`src/logic/flash_host_pkg.sv`:
```
`default_nettype none
package flash_host_pkg;

	// Command opcodes, one per buffer.
	localparam logic [7:0] OP_LOAD_BUF1 = 8'h84;
	localparam logic [7:0] OP_LOAD_BUF2 = 8'h87;
	localparam logic [7:0] OP_PROG_ERASE_BUF1 = 8'h83;
	localparam logic [7:0] OP_PROG_ERASE_BUF2 = 8'h86;
	localparam logic [7:0] OP_PROG_NOERASE_BUF1 = 8'h88;
	localparam logic [7:0] OP_PROG_NOERASE_BUF2 = 8'h89;
	localparam logic [7:0] OP_LOAD_PROG_BUF1 = 8'h82;
	localparam logic [7:0] OP_LOAD_PROG_BUF2 = 8'h85;

	// Address field layout inside the three address bytes.
	localparam int PAGE_W = 15;
	localparam int INDEX_STD_W = 9;
	localparam int INDEX_BIN_W = 8;
	localparam int ADDR_W = 24;
	localparam logic [1:0] ADDR_LAST_BYTE = 2'h2;

	// Timing of the serial frame at the system clock.
	localparam int CLK_PERIOD_NS = 25;
	localparam int CLK_MHZ = 40;
	localparam int SCK_HALF_CYCLES = 4;
	localparam int CS_HOLD_NS = 50;
	localparam int CS_HIGH_NS = 100;
	localparam logic [7:0] CS_HOLD_CYCLES = 8'((CS_HOLD_NS + CLK_PERIOD_NS - 1) / CLK_PERIOD_NS);
	localparam logic [7:0] CS_HIGH_CYCLES = 8'((CS_HIGH_NS + CLK_PERIOD_NS - 1) / CLK_PERIOD_NS);

	// Kinds of command the user may order.
	typedef enum logic [1:0] {
		CMD_LOAD = 2'h0,
		CMD_PROG_ERASE = 2'h1,
		CMD_PROG_NOERASE = 2'h2,
		CMD_LOAD_PROG = 2'h3
	} cmd_kind_e;

endpackage
`default_nettype wire

```
`src/logic/flash_buffer_host.sv`:
```
// What this block does
// Buffer load uses 84h for the first buffer, 87h for the second.
// Standard load address is 15 don't-care bits then 9 buffer index bits.
// Binary load address is 16 don't-care bits then 8 buffer index bits.
// Device stores data bytes consecutively and wraps to buffer location zero.
// Buffer loading lasts until chip select rises.
// Program with erase uses 83h for the first buffer, 86h for the second.
// Standard program address is 15 page bits then 9 don't-care bits.
// Binary program address is one don't-care bit, 15 page bits, 8 don't-care.
// After auto-erase program, device erases the page to ones then programs it.
// Device reports busy while the self-timed operation runs, within its maximum time.
// Device verifies each byte and sets the error flag on any failure.
// Program without erase uses 88h for the first buffer, 89h for the second.
// No-erase program writes the buffer into the page without erasing first.
// Host erases a page before issuing a no-erase program to it; this block does not erase, it refuses the order unless page_preerased is set.
// Combined load and program uses 82h for first buffer, 85h for second.
// Standard combined address is 15 page bits then 9 buffer index bits.
// Binary combined address is one don't-care, 15 page, 8 buffer index bits.
// Combined command loads with wraparound, then erases and programs on chip-select rise.
// Device picks the address layout from its current page-size setting.
// Opcode and address shift most significant bit first, sampled on rising clock.
`timescale 1ns/1ps
`default_nettype none
module flash_buffer_host
	import flash_host_pkg::*;
#(
	parameter logic [7:0] STATUS_OPCODE = 8'h00,
	parameter int READY_BIT = 7,
	parameter int ERROR_BIT = 5,
	parameter int ERASE_AND_PROGRAM_TIME_US = 50000,
	parameter int POLL_LIMIT_CYCLES = ERASE_AND_PROGRAM_TIME_US * CLK_MHZ
) (
	input wire logic clk,
	input wire logic rst,
	input wire logic cmd_valid,
	output logic cmd_ready,
	input wire cmd_kind_e cmd_kind,
	input wire logic cmd_buffer,
	input wire logic binary_mode,
	input wire logic [PAGE_W-1:0] cmd_page,
	input wire logic [INDEX_STD_W-1:0] cmd_index,
	input wire logic page_preerased,
	output logic cmd_refused,
	input wire logic wr_valid,
	output logic wr_ready,
	input wire logic [7:0] wr_data,
	input wire logic wr_last,
	output logic cmd_done,
	output logic flash_busy,
	output logic program_error,
	output logic timeout_error,
	output logic [7:0] status_byte,
	output logic spi_cs_n,
	output logic spi_sck,
	output logic spi_mosi,
	input wire logic spi_miso
);

	typedef enum logic [6:0] {
		S_IDLE = 7'b0000001,
		S_OPC = 7'b0000010,
		S_ADDR = 7'b0000100,
		S_DATA = 7'b0001000,
		S_STAT_OP = 7'b0010000,
		S_STAT_RD = 7'b0100000,
		S_CLOSE = 7'b1000000
	} state_e;

	state_e state;
	cmd_kind_e kind_q;
	logic [7:0] opcode_q;
	logic [ADDR_W-1:0] addr_q;
	logic [1:0] addr_cnt;
	logic last_q;
	logic launched;
	logic polling;
	logic [7:0] close_cnt;
	logic [31:0] poll_cnt;
	logic eng_start;
	logic [7:0] eng_tx;
	logic eng_busy;
	logic eng_done;
	logic [7:0] eng_rx;
	logic accept;
	logic refuse;
	logic close_end;
	logic is_program;

	////////////////////////////////////////////////////////////////////////////////
	// Opcode table, indexed by kind and buffer.
	function automatic logic [7:0] pick_opcode(input cmd_kind_e k, input logic second);
		logic [7:0] op;
		op = 8'h00;
		unique case (k)
			// load opcodes
			CMD_LOAD: op = second ? OP_LOAD_BUF2 : OP_LOAD_BUF1;
			// erase program opcodes
			CMD_PROG_ERASE: op = second ? OP_PROG_ERASE_BUF2 : OP_PROG_ERASE_BUF1;
			// no-erase opcodes
			CMD_PROG_NOERASE: op = second ? OP_PROG_NOERASE_BUF2 : OP_PROG_NOERASE_BUF1;
			// combined opcodes
			CMD_LOAD_PROG: op = second ? OP_LOAD_PROG_BUF2 : OP_LOAD_PROG_BUF1;
		endcase
		return op;
	endfunction

	////////////////////////////////////////////////////////////////////////////////
	// Address layout; the mode input must match the page size set in the device.
	// layout by page size
	function automatic logic [ADDR_W-1:0] build_addr(input cmd_kind_e k, input logic bin,
		input logic [PAGE_W-1:0] page, input logic [INDEX_STD_W-1:0] idx);
		logic [ADDR_W-1:0] a;
		a = '0;
		unique case (k)
			CMD_LOAD: begin
				// standard load address
				// binary load address
				a = bin ? {16'h0000, idx[INDEX_BIN_W-1:0]} : {15'h0000, idx};
			end
			CMD_PROG_ERASE, CMD_PROG_NOERASE: begin
				// standard program address
				// binary program address
				a = bin ? {1'b0, page, 8'h00} : {page, 9'h000};
			end
			CMD_LOAD_PROG: begin
				// standard combined address
				// binary combined address
				a = bin ? {1'b0, page, idx[INDEX_BIN_W-1:0]} : {page, idx};
			end
		endcase
		return a;
	endfunction

	////////////////////////////////////////////////////////////////////////////////
	// Order handshake; a no-erase program to a page not known erased is turned away.
	assign cmd_ready = (state == S_IDLE);
	// require pre-erased page
	assign refuse = cmd_valid && cmd_ready && (cmd_kind == CMD_PROG_NOERASE) && !page_preerased;
	assign accept = cmd_valid && cmd_ready && !refuse;
	assign is_program = (kind_q != CMD_LOAD);
	assign close_end = (state == S_CLOSE) && (close_cnt == CS_HOLD_CYCLES + CS_HIGH_CYCLES);

	// Data bytes are taken only while the shifter is free, so the source stalls between bytes.
	assign wr_ready = (state == S_DATA) && !launched && !eng_busy;

	////////////////////////////////////////////////////////////////////////////////
	// Byte to shift and when to start it.
	always_comb begin
		eng_start = 1'b0;
		eng_tx = 8'h00;
		unique case (state)
			S_OPC: begin
				eng_start = !launched;
				eng_tx = opcode_q;
			end
			S_ADDR: begin
				eng_start = !launched;
				eng_tx = addr_q[ADDR_W-1:ADDR_W-8];
			end
			S_DATA: begin
				eng_start = wr_valid && wr_ready;
				eng_tx = wr_data;
			end
			S_STAT_OP: begin
				eng_start = !launched;
				eng_tx = STATUS_OPCODE;
			end
			S_STAT_RD: begin
				eng_start = !launched;
				eng_tx = 8'h00;
			end
			S_IDLE, S_CLOSE: begin
				eng_start = 1'b0;
			end
		endcase
	end

	////////////////////////////////////////////////////////////////////////////////
	// One byte in flight at a time.
	always_ff @(posedge clk) begin
		if (rst) begin
			launched <= 1'b0;
		end else if (eng_start) begin
			launched <= 1'b1;
		end else if (eng_done) begin
			launched <= 1'b0;
		end
	end

	////////////////////////////////////////////////////////////////////////////////
	// Latched command.
	always_ff @(posedge clk) begin
		if (rst) begin
			kind_q <= CMD_LOAD;
			opcode_q <= 8'h00;
			addr_q <= '0;
			addr_cnt <= 2'h0;
			last_q <= 1'b0;
		end else begin
			if (accept) begin
				kind_q <= cmd_kind;
				opcode_q <= pick_opcode(cmd_kind, cmd_buffer);
				addr_q <= build_addr(cmd_kind, binary_mode, cmd_page, cmd_index);
				addr_cnt <= 2'h0;
				last_q <= 1'b0;
			end
			if (state == S_ADDR && eng_done) begin
				addr_q <= {addr_q[ADDR_W-9:0], 8'h00};
				addr_cnt <= addr_cnt + 2'h1;
			end
			if (eng_start && state == S_DATA) begin
				last_q <= wr_last;
			end
		end
	end

	////////////////////////////////////////////////////////////////////////////////
	// Frame sequencer.
	always_ff @(posedge clk) begin
		if (rst) begin
			state <= S_IDLE;
			polling <= 1'b0;
		end else begin
			unique case (state)
				S_IDLE: begin
					if (accept) begin
						state <= S_OPC;
						polling <= 1'b0;
					end
				end
				S_OPC: begin
					if (eng_done) begin
						state <= S_ADDR;
					end
				end
				S_ADDR: begin
					if (eng_done && addr_cnt == ADDR_LAST_BYTE) begin
						state <= (kind_q == CMD_LOAD || kind_q == CMD_LOAD_PROG) ? S_DATA : S_CLOSE;
					end
				end
				S_DATA: begin
					// stream consecutive bytes
					// frame ends after last
					if (eng_done && last_q) begin
						state <= S_CLOSE;
					end
				end
				S_STAT_OP: begin
					if (eng_done) begin
						state <= S_STAT_RD;
					end
				end
				S_STAT_RD: begin
					if (eng_done) begin
						state <= S_CLOSE;
					end
				end
				S_CLOSE: begin
					if (close_end) begin
						if (!polling) begin
							// wait erase and program
							// wait plain program
							// wait combined operation
							state <= is_program ? S_STAT_OP : S_IDLE;
							polling <= is_program;
						end else if (status_byte[READY_BIT] || poll_cnt >= 32'(POLL_LIMIT_CYCLES)) begin
							state <= S_IDLE;
							polling <= 1'b0;
						end else begin
							state <= S_STAT_OP;
						end
					end
				end
			endcase
		end
	end

	////////////////////////////////////////////////////////////////////////////////
	// Chip select: low for the whole frame, raised only on a byte boundary after a hold.
	always_ff @(posedge clk) begin
		if (rst) begin
			spi_cs_n <= 1'b1;
			close_cnt <= 8'h00;
		end else begin
			if (accept || (close_end && (is_program || polling) &&
				!(polling && (status_byte[READY_BIT] || poll_cnt >= 32'(POLL_LIMIT_CYCLES))))) begin
				spi_cs_n <= 1'b0;
			end else if (state == S_CLOSE && close_cnt == CS_HOLD_CYCLES) begin
				spi_cs_n <= 1'b1;
			end
			if (state == S_CLOSE && !close_end) begin
				close_cnt <= close_cnt + 8'h01;
			end else begin
				close_cnt <= 8'h00;
			end
		end
	end

	////////////////////////////////////////////////////////////////////////////////
	// Busy wait bounded by the longest operation time.
	// poll until ready
	always_ff @(posedge clk) begin
		if (rst) begin
			poll_cnt <= 32'h0000_0000;
		end else if (!polling) begin
			poll_cnt <= 32'h0000_0000;
		end else if (poll_cnt != 32'hffff_ffff) begin
			poll_cnt <= poll_cnt + 32'h0000_0001;
		end
	end

	////////////////////////////////////////////////////////////////////////////////
	// Status capture and result flags; the error flags clear only on reset or when a new order is taken, cmd_done and cmd_refused last one cycle.
	always_ff @(posedge clk) begin
		if (rst) begin
			status_byte <= 8'h00;
			flash_busy <= 1'b0;
			program_error <= 1'b0;
			timeout_error <= 1'b0;
			cmd_done <= 1'b0;
			cmd_refused <= 1'b0;
		end else begin
			cmd_done <= 1'b0;
			cmd_refused <= refuse;
			if (accept) begin
				program_error <= 1'b0;
				timeout_error <= 1'b0;
				status_byte <= 8'h00;
			end
			if (state == S_STAT_RD && eng_done) begin
				status_byte <= eng_rx;
			end
			if (close_end && !polling) begin
				flash_busy <= is_program;
				cmd_done <= !is_program;
			end
			if (close_end && polling) begin
				if (status_byte[READY_BIT]) begin
					flash_busy <= 1'b0;
					cmd_done <= 1'b1;
					// capture error flag
					program_error <= status_byte[ERROR_BIT];
				end else if (poll_cnt >= 32'(POLL_LIMIT_CYCLES)) begin
					flash_busy <= 1'b0;
					cmd_done <= 1'b1;
					timeout_error <= 1'b1;
				end
			end
		end
	end

	////////////////////////////////////////////////////////////////////////////////
	// Serial shifter with the divided serial clock.
	spi_byte_engine #(
		.HALF(SCK_HALF_CYCLES)
	) engine (
		.clk(clk),
		.rst(rst),
		.start(eng_start),
		.tx_byte(eng_tx),
		.busy(eng_busy),
		.done(eng_done),
		.rx_byte(eng_rx),
		.sck(spi_sck),
		.mosi(spi_mosi),
		.miso(spi_miso)
	);

endmodule
`default_nettype wire

```
`src/logic/spi_byte_engine.sv`:
```
`timescale 1ns/1ps
`default_nettype none
module spi_byte_engine
	import flash_host_pkg::*;
#(
	parameter int HALF = SCK_HALF_CYCLES
) (
	input wire logic clk,
	input wire logic rst,
	input wire logic start,
	input wire logic [7:0] tx_byte,
	output logic busy,
	output logic done,
	output logic [7:0] rx_byte,
	output logic sck,
	output logic mosi,
	input wire logic miso
);

	logic [2:0] miso_sync;
	logic miso_stable;
	logic active;
	logic phase_high;
	logic [7:0] div_cnt;
	logic [2:0] bit_cnt;
	logic [7:0] shreg;

	assign busy = active;

	////////////////////////////////////////////////////////////////////////////////
	// Three flops on the pin; a change counts only once the last two agree.
	always_ff @(posedge clk) begin
		if (rst) begin
			miso_sync <= 3'h0;
			miso_stable <= 1'b0;
		end else begin
			miso_sync <= {miso_sync[1:0], miso};
			if (miso_sync[1] == miso_sync[2]) begin
				miso_stable <= miso_sync[2];
			end
		end
	end

	////////////////////////////////////////////////////////////////////////////////
	// Mode 0 shifter: the far end samples on the rising edge, so data changes with the falling one.
	// Input is taken at the end of the high phase, which leaves room for the sync latency.
	// MSB first shift
	always_ff @(posedge clk) begin
		if (rst) begin
			active <= 1'b0;
			phase_high <= 1'b0;
			div_cnt <= 8'h00;
			bit_cnt <= 3'h0;
			shreg <= 8'h00;
			sck <= 1'b0;
			mosi <= 1'b0;
			done <= 1'b0;
			rx_byte <= 8'h00;
		end else begin
			done <= 1'b0;
			if (!active) begin
				if (start) begin
					active <= 1'b1;
					phase_high <= 1'b0;
					div_cnt <= 8'h00;
					bit_cnt <= 3'h7;
					shreg <= tx_byte;
					mosi <= tx_byte[7];
				end
			end else if (div_cnt == 8'(HALF - 1)) begin
				div_cnt <= 8'h00;
				if (!phase_high) begin
					sck <= 1'b1;
					phase_high <= 1'b1;
				end else begin
					sck <= 1'b0;
					phase_high <= 1'b0;
					rx_byte <= {rx_byte[6:0], miso_stable};
					if (bit_cnt == 3'h0) begin
						active <= 1'b0;
						done <= 1'b1;
					end else begin
						bit_cnt <= bit_cnt - 3'h1;
						shreg <= {shreg[6:0], 1'b0};
						mosi <= shreg[6];
					end
				end
			end else begin
				div_cnt <= div_cnt + 8'h01;
			end
		end
	end

endmodule
`default_nettype wire

```
`config.mk`:
```
export PLATFORM = sky130hd
export DESIGN_NAME = flash_buffer_host
export DESIGN_NICKNAME = d
export VERILOG_FILES = /design/src/logic/flash_host_pkg.sv /design/src/logic/flash_buffer_host.sv /design/src/logic/spi_byte_engine.sv
export SDC_FILE = /design/constraint.sdc
export NUM_CORES = 1
export LEC_CHECK = 0
export ABC_AREA = 0
export BUFFER_PORTS_ARGS = -buffer_cell sky130_fd_sc_hd__buf_2
export CORE_MARGIN = 2
export CORE_UTILIZATION = 45
export CTS_CLUSTER_SIZE = 28
export DETAILED_ROUTE_END_ITERATION = 12
export PLACE_DENSITY_LB_ADDON = 0.15
export SETUP_SLACK_MARGIN = 0.4
export SYNTH_ARGS = -nofsm -noshare
export SYNTH_HDL_FRONTEND = slang
export SYNTH_SLANG_ARGS = --single-unit
```
`constraint.sdc`:
```
create_clock -name clk -period 4.5 [get_ports clk]
set_input_delay 1.125 -clock clk [delete_from_list [all_inputs] [get_ports clk]]
set_output_delay 1.125 -clock clk [all_outputs]
set_load 0.01 [all_outputs]
```
Yosys cells after proc, flatten, opt, wreduce, memory -nomap -nowiden
Index checks and enable logic that the tools add are counted.
{"block": "word_totals", "regBits": 135, "input_bits": 43, "output_inout_bits": 18, "wordCells": 205}
{"block": "op_classes", "add_sub_neg": 5, "magnitude_cmp": 1, "eq_ne": 27, "n_mux": 82, "n_bitwise": 5, "n_reduce_logical": 56}
{"operator": "two-way mux 24 bit", "n": 4}
{"operator": "two-way mux 7 bit", "n": 13}
{"operator": "case mux 24 bit (3 select lines)", "n": 1}
{"operator": "case mux 7 bit (7 select lines)", "n": 1}
{"operator": "two-way mux 1 bit", "n": 40}
{"operator": "two-way mux 8 bit", "n": 5}
{"operator": "adder 32 x 1 -> 32 bit, second input constant", "n": 1}
{"operator": ">= comparator 32 x 21 -> 1 bit, second input constant", "n": 1}
{"operator": "!= test 32 bit, second input constant", "n": 1}
{"operator": "case mux 8 bit (4 select lines)", "n": 1}
{"operator": "case mux 8 bit (3 select lines)", "n": 1}
{"operator": "two-way mux 3 bit", "n": 7}
{"operator": "logical AND 1 bit", "n": 20}
{"operator": "adder 8 x 1 -> 8 bit, second input constant", "n": 2}
{"operator": "equality test 8 x 2 -> 1 bit, second input constant", "n": 2}
{"operator": "nonzero test 2 bit", "n": 8}
{"operator": "two-way mux 5 bit", "n": 3}
{"operator": "!= test 2 x 1 -> 1 bit, second input constant", "n": 6}
{"operator": "OR reduction 2 bit", "n": 5}
{"operator": "two-way mux 9 bit", "n": 1}
{"operator": "equality test 2 bit, second input constant", "n": 4}
{"operator": "equality test 8 x 3 -> 1 bit, second input constant", "n": 1}
{"operator": "logical NOT 1 bit", "n": 8}
{"operator": "!= test 2 bit, second input constant", "n": 4}
{"operator": "23 further kinds", "n": 36}

Depth between registers and ports, before layout
Gate-level depths: netlist of run 1.
{"block": "depth", "ltp_word": 10, "depth_mapped": 10, "mapped_depth_nobuf": 7}

By module
From an unflattened synthesis of run 1, not the netlist that was laid out.
{"block": "hier_totals", "cells_unflattened": 744, "hier_area_um2": 6428.7}
{"mod": "flash_buffer_host", "n_inst": 1, "cells_per_inst": 579, "area_each_um2": 4916.0, "seq_area_each_um2": 1941.9}
{"mod": "spi_byte_engine", "n_inst": 1, "cells_per_inst": 165, "area_each_um2": 1512.7, "seq_area_each_um2": 700.7}

Least setup slack after synthesis of run 1
No wires, ideal clock.
{"block": "synth_path", "path_type": "input port to flip-flop", "startpoint": "input port cmd_kind[0]", "endpoint": "register addr_q[16]", "setup_ns": 0.074, "t_arrival_ns": 2.657, "path_slack_ns": 1.769, "cell_stages": 9, "path_buffers": 2, "cell_sequence": "inv_1 ha_1 nand2b_1 and2_1 buf_2 a21oi_1 clkbuf_1 a22oi_1 o22ai_2"}
{"block": "synth_via", "elab_chain_cells": 6}
{"element": "start: declaration", "line_no": "flash_buffer_host.sv:37", "source": "input wire cmd_kind_e cmd_kind,"}
{"element": "branches (longest 6 deep; another with case mux 24 bit (3 select lines))"}
{"element": "end signal: assignment", "line_no": "flash_buffer_host.sv:203", "source": "addr_q <= build_addr(cmd_kind, binary_mode, cmd_page, cmd_index);"}
{"element": "end signal: assignment", "line_no": "flash_buffer_host.sv:208", "source": "addr_q <= {addr_q[ADDR_W-9:0], 8'h00};"}
{"element": "end: declaration", "line_no": "flash_buffer_host.sv:72", "source": "logic [ADDR_W-1:0] addr_q;"}
Several ways; the timed one is not identified. The select of a mux whose other input is x is not followed.
A chain may end at the register's enable or synchronous reset.

Worst setup path in the final report of run 1
{"block": "layout_path", "startpoint": "register state[1]", "endpoint": "output port cmd_ready"}
{"block": "layout_via", "elab_chain_cells": 1}
{"element": "start: declaration", "line_no": "flash_buffer_host.sv:69", "source": "state_e state;"}
{"element": "start signal: assignment", "line_no": "flash_buffer_host.sv:238", "source": "state <= (kind_q == CMD_LOAD || kind_q == CMD_LOAD_PROG) ? S_DATA : S_CLOSE;"}
{"element": "start signal: assignment", "line_no": "flash_buffer_host.sv:264", "source": "state <= is_program ? S_STAT_OP : S_IDLE;"}
{"element": "equality test 7 x 1 -> 1 bit", "line_no": "flash_buffer_host.sv:136", "source": "assign cmd_ready = (state == S_IDLE);"}
{"element": "end: declaration", "line_no": "flash_buffer_host.sv:36", "source": "output logic cmd_ready,"}
No other way between the ends.

==> metrics.txt, run 1 <==
die width 123 um; drt wl/cell 15.6 um; final setup vio count 0; Crit. End Element output port; Setup WS post-layout 1.11 ns; Rows 43; Placed Instance Area 6800 sq um; worst skew pair latency 0.43 ns; global-route wire length before repair 25600 um; Layout Nets 852; CTS Hold Bufs 0; vias in the first global route 5447; most frequent cells after synthesis 132 x dfxtp_1, 70 x nor2_1, 68 x a21oi_1, 68 x nand2_1, 36 x clkbuf_1; CORE AREA 13900 sq um; post-route minimum period 3.39 ns; Syn Inst Count 756; hold slack 0.435 ns; largest cells by area after synthesis dfxtp_1 41%, a21oi_1 5.3%, nor2_1 4.1%; Synth Net Count 813; Final period util 0.753; number of flops mapped to enable cells by yosys 0; Final Cell Area 7430 sq um; Top FF cell, synth dfxtp_1; WL final 15400 um; routed via count 5744; post-cts sizing count 0; pre-CTS setup slack 1.56 ns; sequential cell area fraction in the yosys report 0.412; number of vias per cell 5.81; Synth Cell Area 6420 sq um; post-synth cell types 70; # IOs 61; PortBufs 60; top-count cell post-synth dfxtp_1; Fill cells 1345; GRT Total Usage 0.213; Mean Syn Cell Area 8.49 sq um; RePlAce Congestion 0.898; Crit Path Max Fanout 13; dpl hpwl 10600 um; dominant cell type by area after synthesis dfxtp_1; final clock skew 0.00851 ns; TritonCTS clock tree built; status completed; Die Footprint 15200 sq um; kind of critical path register to output port; CTS sink cnt 132; worst-case clock buffer depth 2; remaining antenna violation count after routing 0; CP Data Required Time 3.38 ns; initial antenna violation count 0; crit path DAT 2.26 ns; Worst IR Drop VDD 270 uV; Power Density 417 nW/um^2; maximum achievable frequency 0.295 GHz; startpoint types register; largest net degree at the start of global routing 98; GRT overflow 0; setup TNS 0 ns; clock buffer count from CTS 17; Initial Util 0.462; Setup Buffers After CTS 0; layout cells sized above 1 0.151; RSZ-0062 raised after global routing no; Die Y 123 um; Synth top area share 0.412; Max Slew Vio Count 0; Starting DRT DRC Count 360; H-tree levels 4; leakage power 2.63 nW; DRC errors left 0; ys async rst share 0; Slew HR 0.243; Final Hold Vio Count 0; CTS root buffer clkbuf_16; drt pass-1 iters 5; synth warn 0; Clock Pin Slew Worst Setup and Hold Paths 0.06 ns; MaxCap Viol Count 0; pin slew with the least headroom to its limit 1.14 ns; hold crit path type register to register; synthesized flop and latch total 132; diode count 0; synth-to-layout area growth 15.7%
layer usage:
layer  vias up  wire [um]  GRT usage  part of all wire
li1       2884          -          -                 -
met1      2700       6840      0.255              0.45
met2       138       7540      0.367              0.49
met3        22        740     0.0544             0.048
met4         0        246     0.0781             0.016
met5         -          0          0                 0
worst paths after layout:
check	depth (start not counted)	start	end	slack [ns]
min reg2reg	1	engine.miso_sync[0]$_SDFF_PP0_	engine.miso_sync[1]$_SDFF_PP0_	0.43
min	1	engine.miso_sync[0]$_SDFF_PP0_	engine.miso_sync[1]$_SDFF_PP0_	0.43
max	4	state[1]$_SDFFE_PP0P_	cmd_ready	1.11
max reg2reg	5	engine.busy$_SDFF_PP0_	engine.mosi$_SDFFE_PP0P_	1.78
metrics by stage:
step	utilization	total power, mW	std cells
after floorplan	-	1.54	756
after global placement	0.490	1.63	956
after detailed placement	0.490	1.64	956
after CTS	0.535	3.12	988
after global routing	0.535	3.22	988
final	0.535	3.10	988
kinds of logic after synthesis:
kind of cell    after synthesis  synth area share
xor+xnor                     19            0.0259
buf+inv                      70            0.0458
fa+ha+maj                    14            0.0273
flops                       132             0.412
compound gates              209             0.225
simple gates                293             0.234
mux                          19            0.0298
where the power goes:
part           leakage (nW)  total [mW]  switching, mW  internal, mW
clock                 0.301        1.48          0.543         0.933
combinational          1.26       0.365          0.221         0.144
sequential             1.07        1.26         0.0477          1.21
area by class of cell:
class	instances	area [sq um]	share of cell area
well taps	180	225	0.0303
flip-flops and latches	132	2640	0.356
clock buffers	18	429	0.0578
repair buffers	65	340	0.0458
clock inverters	14	201	0.0271
inverters	25	98.8	0.0133
multi-input cells	554	3490	0.470
worst max-delay path, cell delays in order, from the launching register on:
cell	delay (ns)
dfxtp_1	0.43
or4_4	0.62
or4b_4	0.55
clkinv_4	0.10
buf_2	0.13
registers in the layout, indices dropped and copies added (netlist names), 7 cells and up:
signal          flops
engine.shreg        7
addr_q             24
poll_cnt           32
engine.div_cnt      8
status_byte         8
close_cnt           8
state               7
engine.rx_byte      8
placed cells by master (no fill, tap or decap), drive strengths merged, types with 6 or more instances in the layout:
| cell type | count |
|---|---|
| nor3 | 20 |
| dfxtp | 132 |
| o22ai | 14 |
| a21oi | 68 |
| ha | 14 |
| buf | 65 |
| o21ai | 27 |
| mux2i | 18 |
| nand2b | 10 |
| nand2 | 69 |
| inv | 27 |
| or3 | 23 |
| a31oi | 7 |
| a221o | 7 |
| xor2 | 11 |
| nor4 | 9 |
| nor2b | 7 |
| a211oi | 6 |
| nand3 | 31 |
| nand4 | 10 |
| o31ai | 8 |
| nor2 | 71 |
| a22oi | 25 |
| clkbuf | 18 |
| o211ai | 7 |
| or4 | 8 |
| xnor2 | 8 |
| and3 | 7 |
| clkinv | 6 |
(Power assumes the default switching activity.)
==> run 2, diff against run 1 <==
Clock period 4.5 ns to 2.9 ns, I/O delays scaled along.
==> run 2 against run 1 <==
Net effect: largest power group unchanged; worst setup slack lost 0.90 ns; final cell count is 3.0% higher; sequential cell count stayed put; highest routed layer unchanged; sequential share of layout area fell by 1.5 points; cell area up 5.0%.
==> metrics.txt, run 2 (synthesized netlist as in run 1, its figures left out) <==
status completed; die width 123 um (unchanged); PortBufs 60 (unchanged); GRT overflow 0 (unchanged); WL final 15900 um (+3.3%); post-route minimum period 2.69 ns; most frequent cells in the layout 128 x dfxtp_1, 69 x nor2_1, 67 x nand2_1, 67 x a21oi_1, 58 x buf_2; Crit. End Element output port; Final Hold Vio Count 0 (unchanged); Starting DRT DRC Count 357 (-0.83%); drt wl/cell 15.6 um (+0.24%); drt pass-1 iters 5 (unchanged); clock buffer count from CTS 17 (unchanged); CP Data Required Time 2.17 ns (-1.21 ns); GRT Total Usage 0.218 (+0.00501); worst skew pair latency 0.42 ns (about the same); RePlAce Congestion 0.887 (-1.2%); CTS sink cnt 132 (unchanged); largest net degree at the start of global routing 98 (unchanged); kind of critical path register to output port; final clock skew 0.00751 ns (-0.000997 ns); global-route wire length before repair 26400 um (+2.8%); number of vias per cell 5.75 (-1.1%); maximum achievable frequency 0.371 GHz; max reg flops 32 (unchanged); DRC errors left 0 (unchanged); Fill cells 1264 (-6.0%); Crit Path Max Fanout 2 (-11); worst-case clock buffer depth 2 (unchanged); final setup vio count 0 (unchanged); crit path DAT 1.97 ns (-0.29 ns); hold crit path type register to register; Initial Util 0.462 (unchanged); dpl hpwl 10700 um (+0.64%); Die Y 123 um (unchanged); CTS Hold Bufs 0 (unchanged); leakage power 2.81 nW (+6.8%); Die Footprint 15200 sq um (unchanged); CORE AREA 13900 sq um (unchanged); Worst IR Drop VDD 426 uV (+58%); setup TNS 0 ns (unchanged); Rows 43 (unchanged); Slew HR 0.468 (+0.225); layout cells sized above 1 0.198 (+0.0471); diode count 0 (unchanged); Largest regs poll_cnt: 32 flops, addr_q: 24 flops; startpoint types register; synth-to-layout area growth 21.5%; Power Density 641 nW/um^2 (+54%); Final period util 0.929; MaxCap Viol Count 0 (unchanged); RSZ-0062 raised after global routing yes; H-tree levels 4 (unchanged); remaining antenna violation count after routing 0 (unchanged); initial antenna violation count 0 (unchanged); # IOs 61 (unchanged); largest register by flop count poll_cnt; routed via count 5851 (+1.9%); most common cell after layout, fill and taps aside dfxtp_1; CTS root buffer clkbuf_16; pin slew with the least headroom to its limit 0.798 ns (-0.338 ns); Final Util 0.562 (+0.0270); TritonCTS clock tree built; vias in the first global route 5473 (+0.48%); Layout Nets 882 (+3.5%); Clock Pin Slew Worst Setup and Hold Paths 0.06 ns (about the same); Max Slew Vio Count 0 (unchanged)
[run 2: changes by cell type in the layout (fill, tap and decap cells not counted), moves of 2 or more]
| cell | before | now |
|---|---|---|
| clkbuf_8 | 0 | 2 |
| buf_6 | 0 | 3 |
| dfxtp_4 | 0 | 3 |
| dfxtp_1 | 132 | 128 |
| nor3_1 | 19 | 17 |
| buf_4 | 6 | 30 |
[run 2: path summary, 6_finish.rpt]
check	to	slack (ns)	from	cells past startpoint
worst max-delay path	cmd_ready	0.21	state[2]$_SDFFE_PP0P_	4
worst min-delay path	engine.miso_sync[1]$_SDFF_PP0_	0.43	engine.miso_sync[0]$_SDFF_PP0_	1
worst max register to register	addr_q[23]$_SDFFE_PP0P_	0.43	state[2]$_SDFFE_PP0P_	8
worst min register to register	engine.miso_sync[1]$_SDFF_PP0_	0.43	engine.miso_sync[0]$_SDFF_PP0_	1
[run 2: layout make-up]
cell class / count / area (sq um) / area share
Clock buffer: 19 / 453 / 0.0581
Clock inverter: 13 / 198 / 0.0253
Inverter: 25 / 98.8 / 0.0127
Multi-Input combinational cell: 556 / 3590 / 0.460
Sequential cell: 132 / 2660 / 0.340
Tap cell: 180 / 225 / 0.0289
Timing Repair Buffer: 93 / 584 / 0.0749
[run 2: what timing repair did]
action | CTS | global route
pin swaps | 4 | 7
endpoints found under the setup margin | 21 | 19
resized for setup | 13 | 14
buffers inserted | 5 | 10
gates cloned | 1 | 1
[run 2: critical path, cell delays in order (launching register included)]
cell	delay, ns
dfxtp_4	0.34
or4_4	0.53
or4b_4	0.53
clkinv_4	0.07
buf_6	0.09
[run 2: where the power goes]
part | internal (mW) | leakage, nW | switching, mW
logic | 0.321 | 1.43 | 0.421
clock network | 1.50 | 0.308 | 0.837
registers | 1.88 | 1.07 | 0.0483
total | 3.70 | 2.81 | 1.31
[run 2: per-layer routing]
| layer | track usage | wire, um |
|---|---|---|
| met4 | 0.0803 | 335 |
| met2 | 0.364 | 7770 |
| met3 | 0.0558 | 613 |
| met5 | 0 | 0 |
| met1 | 0.270 | 7160 |
[run 2: through the flow]
step                total power, mW  hold WS [ns]  area, sq um  std cells  setup slack, ns
floorplan                      2.40         0.414         6420        756            0.569
global placement               2.56         0.427         6910        969            0.336
detailed placement             2.57         0.424         6910        969            0.291
CTS                            4.97         0.438         7640       1007            0.153
global route                   5.22         0.450         7800       1018            0.155
finish                         5.00         0.434         7800       1018            0.206
